$ cat config.mk
export PLATFORM = sky130hd
export DESIGN_NAME = flash_abort_host
export DESIGN_NICKNAME = d
export VERILOG_FILES = /design/src/rtl/flash_host_pkg.sv /design/src/rtl/flash_abort_host.sv
export SDC_FILE = /design/constraint.sdc
export NUM_CORES = 1
export LEC_CHECK = 0
export ABC_AREA = 1
export BUFFER_PORTS_ARGS = -buffer_cell sky130_fd_sc_hd__buf_2
export CAP_MARGIN = 20
export CORE_UTILIZATION = 45
export CTS_BUF_LIST = sky130_fd_sc_hd__clkbuf_8
export CTS_CLUSTER_DIAMETER = 50
export DETAILED_ROUTE_END_ITERATION = 12
export SYNTH_ARGS = -nofsm -noshare
export SYNTH_HDL_FRONTEND = slang
export SYNTH_SLANG_ARGS = --single-unit
export TNS_END_PERCENT = 10
$ cat constraint.sdc
create_clock -name clk -period 4.7 [get_ports clk]
set_input_delay 0.705 -clock clk [delete_from_list [all_inputs] [get_ports clk]]
set_output_delay 0.705 -clock clk [all_outputs]
set_load 0.1 [all_outputs]
$ cat src/rtl/flash_host_pkg.sv
// constants, command codes and bus-cycle step table for the flash abort-recovery host
package flash_host_pkg;

	// time figures, the cycle counts derived from them and the per-line program limit
	localparam int unsigned CLK_PERIOD_NS   = 20;
	localparam int unsigned T_RESUME_MIN_NS = 60;
	localparam int unsigned T_RESUME_TYP_US = 100;
	localparam int unsigned T_ERASE_MAX_MS  = 1100;
	localparam int unsigned RESUME_MIN_CYC  = (T_RESUME_MIN_NS + CLK_PERIOD_NS - 1) / CLK_PERIOD_NS;
	localparam int unsigned RESUME_TYP_CYC  = (T_RESUME_TYP_US * 1000) / CLK_PERIOD_NS;
	localparam longint unsigned ERASE_MAX_CYC_L = (64'(T_ERASE_MAX_MS) * 64'd1000000) / CLK_PERIOD_NS;
	localparam int unsigned ERASE_MAX_CYC   = int'(ERASE_MAX_CYC_L);
	localparam int unsigned LINE_OP_LIMIT   = 256;

	// software register byte offsets
	localparam logic [7:0] REG_CMD    = 8'h00;
	localparam logic [7:0] REG_ADDR   = 8'h04;
	localparam logic [7:0] REG_DATA   = 8'h08;
	localparam logic [7:0] REG_STATUS = 8'h0C;
	localparam logic [7:0] REG_POLL   = 8'h10;
	localparam logic [7:0] REG_OPSTAT = 8'h14;

	// command register bits
	localparam int CMD_RECOVER   = 0;
	localparam int CMD_ABORT_SEL = 1;
	localparam int CMD_SR_READ   = 2;
	localparam int CMD_SUSPEND   = 3;
	localparam int CMD_RESUME    = 4;
	localparam int CMD_PROGRAM   = 5;
	localparam int CMD_ERASED    = 6;

	// status register bits; bits 1, 3 and 5 clear by writing one
	localparam int ST_BUSY      = 0;
	localparam int ST_ABORT     = 1;
	localparam int ST_CLEARED   = 2;
	localparam int ST_REFUSED   = 3;
	localparam int ST_DEV_READY = 4;
	localparam int ST_TIMEOUT   = 5;
	localparam int ST_SETTLED   = 6;
	localparam int ST_DQ7_OK    = 7;
	localparam int ST_W1C_LO    = ST_ABORT;

	// polling bit positions on the device data bus
	localparam int POLL_DATA_COMP  = 7;
	localparam int POLL_TOGGLE     = 6;
	localparam int POLL_TIMEOUT    = 5;
	localparam int POLL_RSV_HI     = 4;
	localparam int POLL_ERASE_ACT  = 3;
	localparam int POLL_ERASE_TOG  = 2;
	localparam int POLL_ABORT      = 1;
	localparam int POLL_RSV_LO     = 0;

	// device command cycles
	localparam logic [11:0] ADDR_UNLOCK1  = 12'h555;
	localparam logic [11:0] ADDR_UNLOCK2  = 12'h2AA;
	localparam logic [15:0] CMD_UNLOCK1   = 16'h00AA;
	localparam logic [15:0] CMD_UNLOCK2   = 16'h0055;
	localparam logic [15:0] CMD_ABORT_RST = 16'h00F0;
	localparam logic [15:0] CMD_SR_RD     = 16'h0070;
	localparam logic [15:0] CMD_SR_CLR    = 16'h0071;
	localparam logic [15:0] CMD_PROG      = 16'h00A0;
	localparam logic [15:0] CMD_SUSP      = 16'h00B0;
	localparam logic [15:0] CMD_RES       = 16'h0030;

	typedef enum logic [2:0] {
		SEQ_POLL, SEQ_CLR, SEQ_ABR, SEQ_SRRD, SEQ_PROG, SEQ_SUSP, SEQ_RES
	} seq_t;

	typedef struct packed {
		logic        rd;
		logic        last;
		logic        user;
		logic [11:0] addr;
		logic [15:0] data;
	} step_t;

	// one bus cycle of a command sequence
	function automatic step_t step_lookup(input seq_t s, input logic [1:0] n);
		step_t st;
		st = '{rd: 1'b0, last: 1'b1, user: 1'b0, addr: ADDR_UNLOCK1, data: CMD_SR_CLR};
		if ((s == SEQ_ABR || s == SEQ_PROG) && n != 2'h2 && n != 2'h3) begin
			st.last = 1'b0;
			st.addr = n[0] ? ADDR_UNLOCK2 : ADDR_UNLOCK1;
			st.data = n[0] ? CMD_UNLOCK2 : CMD_UNLOCK1;
		end else begin
			case (s)
				SEQ_POLL: begin
					st.rd   = 1'b1;
					st.user = 1'b1;
					st.last = n[0];
				end
				SEQ_ABR:  st.data = CMD_ABORT_RST;
				SEQ_SRRD: begin
					st.rd   = n[0];
					st.last = n[0];
					st.data = CMD_SR_RD;
				end
				SEQ_PROG: begin
					st.last = (n == 2'h3);
					st.user = (n == 2'h3);
					st.data = CMD_PROG;
				end
				SEQ_SUSP: st.data = CMD_SUSP;
				SEQ_RES:  st.data = CMD_RES;
				default:  st.data = CMD_SR_CLR;
			endcase
		end
		return st;
	endfunction

endpackage

$ cat src/rtl/flash_abort_host.sv
// host controller that drives the parallel flash pins and recovers from a buffer abort
`timescale 1ns/1ns
module flash_abort_host #(
	parameter int AW            = 26,
	parameter int WE_CYC        = 3,
	parameter int RD_CYC        = 5,
	parameter int GAP_CYC       = 2,
	parameter int LINE_BITS     = 4,
	parameter int LINE_LSB      = 9,
	parameter int SETTLE_CYC    = flash_host_pkg::RESUME_TYP_CYC,
	parameter int ERASE_MAX_CYC = flash_host_pkg::ERASE_MAX_CYC
)(
	// clock and reset
	input  wire logic          clk,
	input  wire logic          resetn,
	// software register port
	input  wire logic [7:0]    reg_addr,
	input  wire logic [31:0]   reg_wdata,
	input  wire logic          reg_wr,
	input  wire logic          reg_rd,
	output logic      [31:0]   reg_rdata,
	// flash pins
	output logic      [AW-1:0] f_addr,
	input  wire logic [15:0]   f_dq_in,
	output logic      [15:0]   f_dq_out,
	output logic               f_dq_oe,
	output logic               f_ce_n,
	output logic               f_oe_n,
	output logic               f_we_n,
	input  wire logic          ready_busy_n_output
);

	localparam int LINES = 1 << LINE_BITS;
	localparam int SW    = $clog2(SETTLE_CYC + 1);
	localparam int WW    = $clog2(ERASE_MAX_CYC + 1);
	typedef enum logic [4:0] {
		S_IDLE = 5'b00001,
		S_GAP  = 5'b00010,
		S_WR   = 5'b00100,
		S_RD   = 5'b01000,
		S_WAIT = 5'b10000
	} state_t;
	state_t                     state_r;
	flash_host_pkg::seq_t       seq_r;
	flash_host_pkg::seq_t       go_seq;
	flash_host_pkg::step_t      st;
	logic [1:0]                 step_r;
	logic [7:0]                 cnt_r;
	logic                       rb_s1_r, rb_s2_r;
	logic [15:0]                dq_s1_r, dq_s2_r;
	logic [AW-1:0]              addr_r;
	logic [15:0]                data_r;
	logic [15:0]                poll0_r, poll1_r;
	logic [7:0]                 sr_r;
	logic                       sel_abr_r, abort_r, cleared_r, refused_r, timeout_r, dq7_ok_r, resumed_r;
	logic [SW-1:0]              res_cnt_r;
	logic [WW-1:0]              wd_cnt_r;
	logic [8:0]                 line_cnt_r [LINES];
	logic [LINE_BITS-1:0]       line_idx;
	logic                       cmd_wr, go, go_ok, start_ok, step_end, poll_end, poll_abort, wd_hit;

	assign st       = flash_host_pkg::step_lookup(seq_r, step_r);
	assign line_idx = addr_r[LINE_LSB +: LINE_BITS];
	assign cmd_wr   = reg_wr && reg_addr == flash_host_pkg::REG_CMD;
	assign step_end = (state_r == S_WR && cnt_r == 8'(WE_CYC - 1)) || (state_r == S_RD && cnt_r == 8'(RD_CYC - 1));
	assign poll_end = state_r == S_RD && step_end && st.last && seq_r == flash_host_pkg::SEQ_POLL;
	assign wd_hit   = wd_cnt_r == WW'(ERASE_MAX_CYC);
	// pick one order per command write; recovery has priority over everything else
	always_comb begin
		go     = cmd_wr && (reg_wdata[flash_host_pkg::CMD_RECOVER] || reg_wdata[flash_host_pkg::CMD_SR_READ]
			|| reg_wdata[flash_host_pkg::CMD_PROGRAM] || reg_wdata[flash_host_pkg::CMD_SUSPEND]
			|| reg_wdata[flash_host_pkg::CMD_RESUME]);
		go_seq = flash_host_pkg::SEQ_RES;
		go_ok  = 1'b1;
		if (reg_wdata[flash_host_pkg::CMD_RECOVER]) begin
			go_seq = flash_host_pkg::SEQ_POLL;
		end else if (reg_wdata[flash_host_pkg::CMD_SR_READ]) begin
			go_seq = flash_host_pkg::SEQ_SRRD;
		end else if (reg_wdata[flash_host_pkg::CMD_PROGRAM]) begin
			go_seq = flash_host_pkg::SEQ_PROG;
			go_ok  = line_cnt_r[line_idx] < 9'(flash_host_pkg::LINE_OP_LIMIT);
		end else if (reg_wdata[flash_host_pkg::CMD_SUSPEND]) begin
			go_seq = flash_host_pkg::SEQ_SUSP;
			go_ok  = !resumed_r || res_cnt_r >= SW'(flash_host_pkg::RESUME_MIN_CYC);
		end
		start_ok = go && go_ok && state_r == S_IDLE;
	end

	// toggle bit differs between reads; timeout clear; abort set; bits 4 and 0 unused
	assign poll_abort = poll_end && (poll0_r[flash_host_pkg::POLL_TOGGLE] != dq_s2_r[flash_host_pkg::POLL_TOGGLE])
		&& dq_s2_r[flash_host_pkg::POLL_ABORT] && !dq_s2_r[flash_host_pkg::POLL_TIMEOUT];
	// pin inputs pass two flops before anything looks at them
	always_ff @(posedge clk or negedge resetn) begin
		if (!resetn) begin
			rb_s1_r <= 1'b1;
			rb_s2_r <= 1'b1;
			dq_s1_r <= 16'h0000;
			dq_s2_r <= 16'h0000;
		end else begin
			rb_s1_r <= ready_busy_n_output;
			rb_s2_r <= rb_s1_r;
			dq_s1_r <= f_dq_in;
			dq_s2_r <= dq_s1_r;
		end
	end

	// bus-cycle sequencer; read strobe is held long enough to cover the synchroniser
	always_ff @(posedge clk or negedge resetn) begin
		if (!resetn) begin
			state_r <= S_IDLE;
			seq_r   <= flash_host_pkg::SEQ_POLL;
			step_r  <= 2'h0;
			cnt_r   <= 8'h00;
		end else begin
			cnt_r <= cnt_r + 8'h01;
			case (state_r)
				S_IDLE: begin
					if (start_ok) begin
						seq_r   <= go_seq;
						step_r  <= 2'h0;
						cnt_r   <= 8'h00;
						state_r <= S_GAP;
					end
				end
				S_GAP: begin
					if (cnt_r == 8'(GAP_CYC - 1)) begin
						cnt_r   <= 8'h00;
						state_r <= st.rd ? S_RD : S_WR;
					end
				end
				S_WR, S_RD: begin
					if (step_end) begin
						cnt_r <= 8'h00;
						if (poll_abort) begin
							// abort seen, issue the chosen clear at once
							seq_r   <= sel_abr_r ? flash_host_pkg::SEQ_ABR : flash_host_pkg::SEQ_CLR;
							step_r  <= 2'h0;
							state_r <= S_GAP;
						end else if (!st.last) begin
							step_r  <= step_r + 2'h1;
							state_r <= S_GAP;
						end else if (seq_r == flash_host_pkg::SEQ_CLR || seq_r == flash_host_pkg::SEQ_ABR) begin
							state_r <= S_WAIT;
						end else begin
							state_r <= S_IDLE;
						end
					end
				end
				S_WAIT: begin
					if (rb_s2_r || wd_hit) begin
						state_r <= S_IDLE;
					end
				end
				default: state_r <= S_IDLE;
			endcase
		end
	end

	// address and data launched from flops one gap ahead of each strobe
	always_ff @(posedge clk or negedge resetn) begin
		if (!resetn) begin
			f_addr   <= '0;
			f_dq_out <= 16'h0000;
		end else if (state_r == S_GAP) begin
			f_addr   <= st.user ? addr_r : AW'(st.addr);
			f_dq_out <= st.user ? data_r : st.data;
		end
	end

	assign f_ce_n  = !(state_r == S_WR || state_r == S_RD);
	assign f_we_n  = !(state_r == S_WR);
	assign f_oe_n  = !(state_r == S_RD);
	assign f_dq_oe = state_r == S_WR;
	// captured polling words and status byte
	always_ff @(posedge clk or negedge resetn) begin
		if (!resetn) begin
			poll0_r <= 16'h0000;
			poll1_r <= 16'h0000;
			sr_r    <= 8'h00;
		end else if (state_r == S_RD && step_end) begin
			if (seq_r == flash_host_pkg::SEQ_SRRD) begin
				// status byte read, device falls back to abort busy
				sr_r <= dq_s2_r[7:0];
			end else if (step_r == 2'h0) begin
				poll0_r <= dq_s2_r;
			end else begin
				poll1_r <= dq_s2_r;
			end
		end
	end

	// software settings and sticky flags; a hardware set wins over a clearing write
	always_ff @(posedge clk or negedge resetn) begin
		if (!resetn) begin
			addr_r    <= '0;
			data_r    <= 16'h0000;
			sel_abr_r <= 1'b0;
			abort_r   <= 1'b0;
			cleared_r <= 1'b0;
			refused_r <= 1'b0;
			timeout_r <= 1'b0;
			dq7_ok_r  <= 1'b0;
		end else begin
			if (reg_wr && reg_addr == flash_host_pkg::REG_ADDR) begin
				addr_r <= reg_wdata[AW-1:0];
			end
			if (reg_wr && reg_addr == flash_host_pkg::REG_DATA) begin
				data_r <= reg_wdata[15:0];
			end
			if (cmd_wr) begin
				sel_abr_r <= reg_wdata[flash_host_pkg::CMD_ABORT_SEL];
			end
			if (reg_wr && reg_addr == flash_host_pkg::REG_STATUS) begin
				abort_r   <= abort_r & ~reg_wdata[flash_host_pkg::ST_ABORT];
				refused_r <= refused_r & ~reg_wdata[flash_host_pkg::ST_REFUSED];
				timeout_r <= timeout_r & ~reg_wdata[flash_host_pkg::ST_TIMEOUT];
			end
			if (start_ok) begin
				cleared_r <= 1'b0;
			end
			if (poll_abort) begin
				abort_r  <= 1'b1;
				// data bit 7 should be the complement of the last loaded word
				dq7_ok_r <= dq_s2_r[flash_host_pkg::POLL_DATA_COMP] == !data_r[7];
			end
			if (go && !start_ok) begin
				refused_r <= 1'b1;
			end
			if (state_r == S_WAIT && wd_hit) begin
				timeout_r <= 1'b1;
			end
			if (state_r == S_WAIT && rb_s2_r) begin
				cleared_r <= 1'b1;
			end
		end
	end

	// time since last resume; settled flag tells software the typical span has passed
	always_ff @(posedge clk or negedge resetn) begin
		if (!resetn) begin
			resumed_r <= 1'b0;
			res_cnt_r <= '0;
		end else if (start_ok && go_seq == flash_host_pkg::SEQ_RES) begin
			resumed_r <= 1'b1;
			res_cnt_r <= '0;
		end else if (res_cnt_r != SW'(SETTLE_CYC)) begin
			res_cnt_r <= res_cnt_r + SW'(1);
		end
	end

	// busy watchdog sized for the longest sector erase
	always_ff @(posedge clk or negedge resetn) begin
		if (!resetn) begin
			wd_cnt_r <= '0;
		end else if (rb_s2_r) begin
			wd_cnt_r <= '0;
		end else if (!wd_hit) begin
			wd_cnt_r <= wd_cnt_r + WW'(1);
		end
	end

	// program count per line, cleared when software reports an erase
	always_ff @(posedge clk or negedge resetn) begin
		if (!resetn) begin
			for (int i = 0; i < LINES; i++) begin
				line_cnt_r[i] <= 9'h000;
			end
		end else if (cmd_wr && reg_wdata[flash_host_pkg::CMD_ERASED]) begin
			for (int i = 0; i < LINES; i++) begin
				line_cnt_r[i] <= 9'h000;
			end
		end else if (start_ok && go_seq == flash_host_pkg::SEQ_PROG) begin
			line_cnt_r[line_idx] <= line_cnt_r[line_idx] + 9'h001;
		end
	end

	// register read data, one cycle after the strobe
	always_ff @(posedge clk or negedge resetn) begin
		if (!resetn) begin
			reg_rdata <= 32'h0000_0000;
		end else if (reg_rd) begin
			case (reg_addr)
				flash_host_pkg::REG_ADDR:   reg_rdata <= 32'(addr_r);
				flash_host_pkg::REG_DATA:   reg_rdata <= {16'h0000, data_r};
				flash_host_pkg::REG_STATUS: reg_rdata <= {24'h000000, dq7_ok_r, res_cnt_r == SW'(SETTLE_CYC),
					timeout_r, rb_s2_r, refused_r, cleared_r, abort_r, state_r != S_IDLE};
				// reserved poll bits masked before software sees them
				flash_host_pkg::REG_POLL:   reg_rdata <= {16'h0000, poll1_r & 16'hFFEE};
				flash_host_pkg::REG_OPSTAT: reg_rdata <= {24'h000000, sr_r};
				default:                    reg_rdata <= 32'h0000_0000;
			endcase
		end
	end
endmodule

After elaboration in Yosys (flattened, before gate mapping)
Index checks and enable logic that the tools add are counted.

storage, ports and cells
  register bits = 389
  input port bits = 61
  output and inout port bits = 78

cells by class
  add/subtract/negate cells = 5
  $lt $le $gt $ge = 4
  eq/ne operators = 37
  mux-type cells = 65
  bitwise logic cells = 9
  reductions and logical operators = 59

operators with widths
  kind                     number
  $mux W144                2
  $bwmux W144              1
  $pmux W26 S5             1
  $mux W26                 3
  $pmux W8 S5              1
  $bmux W9 S4              1
  $demux W9 S4             1
  $mux W5                  7
  $mux W16                 2
  $mux W8                  4
  $mux W9                  3
  $add A26 B1 Y26 const B  1
  $eq A26 B26 Y1 const B   1
  $mux W13                 2
  $logic_and A1 B1 Y1      24
  $pmux W8 S3              1
  $mux W11                 2
  $pmux W5 S4              1
  $eq A8 B3 Y1 const B     2
  $eq A8 B4 Y1 const B     2
  $eq A8 B5 Y1 const B     2
  $ne A2 B2 Y1 const B     8
  $eq A3 B3 Y1 const B     5
  $mux W1                  15
  43 further kinds         87

Logic depth before layout (Yosys ltp)
  depth in word-level cells = 13
  mapped depth = 20
  gate-level depth less buffers = 17

Worst setup path before layout
No wires, ideal clock.

  path kind = register to register
  start = reg state_r[0]
  end = reg state_r[3]
  setup time = 0.118 ns
  data arrival time = 4.571 ns
  data required time = 4.582 ns
  setup slack = 0.011 ns
  stages on the path, launching flop included = 12
  period minus slack after synthesis = 4.689 ns
  cells stage by stage = dfstp_2 nor2_1 nand4_1 inv_1 nor2_1 inv_1 nand2_1 nand2_1 nor2_1 inv_1 nand2_1 nand2_1

on the way
  longest elaborated chain between the ends = 12
  elaborated cells between the ends (all ways) = 24

ends and longest elaborated chain
  what                               RTL line                 source
  start: declaration                 flash_abort_host.sv:43   state_t state_r;
  start signal: assignment           flash_abort_host.sv:128  state_r <= st.rd ? S_RD : S_WR;
  $eq A5 B3 Y1 *                     --
  via f_dq_oe                        flash_abort_host.sv:26   output logic f_dq_oe,
  $logic_and A1 B1 Y1                flash_abort_host.sv:65   assign step_end = (state_r == S_WR && cnt_r == 8'(WE_CYC - 1)) || (state_r == S_RD && cnt_r == 8'(RD_CYC - 1)) ...
  $logic_or A1 B1 Y1                 flash_abort_host.sv:65
  $logic_and A1 B1 Y1 (3 in series)  flash_abort_host.sv:66   assign poll_end = state_r == S_RD && step_end && st.last && seq_r == flash_host_pkg::SEQ_POLL;
  $logic_and A1 B1 Y1                flash_abort_host.sv:90   assign poll_abort = poll_end && (poll0_r[flash_host_pkg::POLL_TOGGLE] != dq_s2_r[flash_host_pkg::POLL_TOGGLE])
  $logic_and A1 B1 Y1 (2 in series)  flash_abort_host.sv:91   && dq_s2_r[flash_host_pkg::POLL_ABORT] && !dq_s2_r[flash_host_pkg::POLL_TIMEOUT];
  $mux W5                            flash_abort_host.sv:134  if (poll_abort) begin
  $mux W5                            flash_abort_host.sv:132  if (step_end) begin
  $pmux W5 S4                        flash_abort_host.sv:116  case (state_r)

The timed path passes the listed nets; every way through them passes the cells marked *. The select of a mux whose other input is x is not followed.
A chain may end at the register's enable or synchronous reset.

Final worst setup path
  start = reg addr_r[10]
  end = reg line_cnt_r[8] (netlist name)

on the way
  longest elaborated chain between the ends = 12
  elaborated cells between the ends (all ways) = 21

ends and longest elaborated chain
  what                                         RTL line                                         source
  start: declaration                           flash_abort_host.sv:51                           logic [AW-1:0] addr_r;
  start signal: assignment                     flash_abort_host.sv:205                          addr_r <= reg_wdata[AW-1:0];
  $not A4 Y5 (implied by the code) *           flash_abort_host.sv:81, flash_abort_host.sv:273
  $bmux W9 S4                                  flash_abort_host.sv:81, flash_abort_host.sv:273
  $mux W9 (implied by the code) (2 in series)  flash_abort_host.sv:81, flash_abort_host.sv:273
  $lt A9 B9 Y1                                 flash_abort_host.sv:81                           go_ok = line_cnt_r[line_idx] < 9'(flash_host_pkg::LINE_OP_LIMIT);
  $mux W1                                      flash_abort_host.sv:79                           end else if (reg_wdata[flash_host_pkg::CMD_PROGRAM]) begin
  $mux W1                                      flash_abort_host.sv:77                           end else if (reg_wdata[flash_host_pkg::CMD_SR_READ]) begin
  $mux W1                                      flash_abort_host.sv:75                           if (reg_wdata[flash_host_pkg::CMD_RECOVER]) begin
  $logic_and A1 B1 Y1 (2 in series)            flash_abort_host.sv:86                           start_ok = go && go_ok && state_r == S_IDLE;
  $logic_and A1 B1 Y1                          flash_abort_host.sv:272                          end else if (start_ok && go_seq == flash_host_pkg::SEQ_PROG) begin
  $reduce_bool A2 Y1 (no source line)          --
  end signal: indexed assignment               flash_abort_host.sv:273                          line_cnt_r[line_idx] <= line_cnt_r[line_idx] + 9'h001;
  end: declaration                             flash_abort_host.sv:58                           logic [8:0] line_cnt_r [LINES];

Mark *: on every way between the ends. The rest lies on a longest branch, timed or not. The select of a mux whose other input is x is not followed.

==> metrics <==
reg2reg start=addr_r[10]; reg2reg end=line_cnt_r[8]; residual DRC count=1; CTS root buffer=clkbuf_8; vias in the first global route=14,200; CTS resizes=0; die width=200 um; DP Area=18,800 um2; Rel. slew slack=0.278; Synth Instances=2,214; maxcap violations=0; nets@finish=2,429; drt first pass iters=11; cell area after layout=20,200 um2; fin crit share=0.820; Critical Path Sink Type=flop; # rows=72; Avg WL per Cell=16.2 um; top cell type's share of synthesized area=0.528; Num CTS Buffers=67; die height=200 um; synth unique cells=52; min cycle time layout=3.85 ns; DRT antenna net count=0; buffers added on ports=126; die area=40,000 um2; Area contributors post-synth=dfrtp_1, nand2_1, inv_1; final clock skew=0.0254 ns; setup bufs post-CTS=0; Post-Synthesis Cell Area=17,600 um2; final worst slack=0.846 ns; largest net degree at the start of global routing=107; total track usage=0.244; Slew Viols, Final=0; setup violators final=0; Synth area leader=dfrtp_1; gr ovfl total=0; Starting Density=0.456; status=complete, but fails checks; initial antenna violation count=0; clk sinks=375; number of diodes=0; Top FF cell, synth=dfrtp_1; Worst-Skew Late Latency=0.62 ns; R2R cell count=15; Via Count=14,800; sequential element share of the synthesized area=0.532; Non-Filler Instances=2,925; Mean Syn Cell Area=7.96 um2; Via-to-Cell Ratio=5.08; global-route wire length before repair=75,500 um; fmax=259 MHz; Setup WS pre-CTS=0.941 ns; CP Max Fanout=17; Startpoint Class=flop; synth warn=0; R2R Setup Slk=0.85 ns; number of H-tree levels=3; final WL=47,500 um; Initial DRC Count=1,222; gp weighted congestion=0.879; total negative slack=0 ns; Critical Path RT=5.16 ns; Power, Total=9.17 mW; most common cell in the synthesized netlist=nand2_1; failing checks=design-rule violations; Hold Buf Count CTS=0; Filler cells=3,741; WS Path Type=flop to flop; Core Region=38,600 um2; type of the tightest min-delay check=input pin to asynchronous set/reset pin; most frequent cells after synthesis=nand2_1, dfrtp_1, inv_1, nor2_1, o21ai_0; Cell Pwr Density=454 nW/um2; Post-DP HPWL=32,000 um; Max IR drop VDD=0.000441 V; placed cells=2,805; total leakage power=10.3 nW; CTS tree=done; Slew @ Worst Pin=1.08 ns; Synth-to-Final Area Change=14.5%; endpoints failing hold=0; layout cell share with drive strength beyond 1=0.130; Max Root-Sink Buffers=3; RSZ-0062 raised after global routing=no; clk slew on worst S/H paths=0.06 ns; WP data arrival=4.32 ns; Post-synth EDFFs=0; Synth async-reset ratio=1.00; Yosys reg bits=375; io pins=139
-- worst max-delay path by stage --
| stage | start | end | slack [ns] | cells past startpoint |
|---|---|---|---|---|
| 4_1_cts | addr_r[10] | line_cnt_r[8] | 0.93 | 16 |
| 5_1_grt | addr_r[10] | line_cnt_r[8] | 0.59 | 16 |
| 3_5_place_dp | addr_r[10] | line_cnt_r[8] | 0.94 | 15 |
| 3_3_place_gp | addr_r[10] | line_cnt_r[8] | 1.06 | 15 |
| 2_1_floorplan | state_r[0] | state_r[3] | 0.01 | 11 |
| 6_report | addr_r[10] | line_cnt_r[8] | 0.85 | 15 |
-- where the power goes --
part           switching [mW]  internal, mW  total [mW]  leakage (nW)
Combinational            1.88         0.434        2.32          4.55
Sequential              0.169          3.47        3.64          4.98
Clock                    1.37          1.84        3.21         0.812
-- sequential cells by signal, summed over array words and instances, names as in the netlist, 2 cells and up --
| register | cells |
|---|---|
| line_cnt_r | 144 |
| addr_r | 26 |
| f_addr | 26 |
| reg_rdata | 26 |
| wd_cnt_r | 26 |
| data_r | 16 |
| dq_s1_r | 16 |
| dq_s2_r | 16 |
| f_dq_out | 16 |
| poll1_r | 14 |
| res_cnt_r | 13 |
| cnt_r | 8 |
| sr_r | 8 |
| state_r | 5 |
| seq_r | 3 |
| step_r | 2 |
-- per-stage QoR --
stage	util	hold WS, ns
floorplan	-	0.331
CTS	0.523	0.148
global placement	0.486	0.334
global route	0.523	0.146
detailed placement	0.486	0.335
finish	0.523	0.144
-- final cells by class --
type	instances	area (um2)	share of cell area
clock buffer	84	1160	0.0572
clock inverter	36	277	0.0137
multi-input combinational	1555	7090	0.351
inverter	206	776	0.0384
tap	518	648	0.0321
timing repair buffer	151	866	0.0429
sequential	375	9390	0.465
-- layer usage --
| layer | wire [um] | part of all wire | up-vias | GRT usage |
|---|---|---|---|---|
| met2 | 22100 | 0.47 | 350 | 0.382 |
| li1 | - | - | 7301 | - |
| met4 | 1160 | 0.024 | 0 | 0.0859 |
| met3 | 2300 | 0.048 | 83 | 0.0437 |
| met5 | 0 | 0 | - | 0 |
| met1 | 21900 | 0.46 | 7113 | 0.340 |
-- layout by cell type, fill, tap and decap left out, drive strengths merged, types with 4 or more instances in the layout --
cell type / Yosys / routed
a21oi: 66 / 66
a221oi: 7 / 7
buf: 33 / 151
bufinv: 0 / 4
clkbuf: 50 / 84
clkinv: 2 / 7
conb: 1 / 6
dfrtp: 372 / 372
ha: 12 / 12
inv: 204 / 229
mux2: 8 / 8
nand2: 890 / 890
nand3: 69 / 69
nand4: 22 / 22
nor2: 161 / 161
nor3: 32 / 32
nor4: 6 / 6
o21ai: 213 / 213
o31ai: 24 / 24
xnor2: 4 / 4
xor2: 14 / 14
-- cells by family after synthesis --
kind of cell	Yosys count	share of synthesized area
buf+inv	289	0.0678
mux	8	0.00511
flops	375	0.532
compound gates	325	0.101
simple gates	1186	0.276
other cells	1	0.000213
xor+xnor	18	0.00894
fa+ha+maj	12	0.00851
-- worst max-delay path: stages, from the launching register on --
cell,delay (ns)
dfrtp_1,0.68
buf_4,0.36
nand2_1,0.15
inv_1,0.37
nand2_1,0.13
nand4_1,0.13
nand2_1,0.06
nand2_1,0.10
inv_1,0.04
nand2_1,0.08
ha_1,0.22
nand2_1,0.10
nor2_1,0.26
nand3_1,0.20
nand2_1,0.62
o21ai_0,0.18
Power figures use the tool's default switching activity.
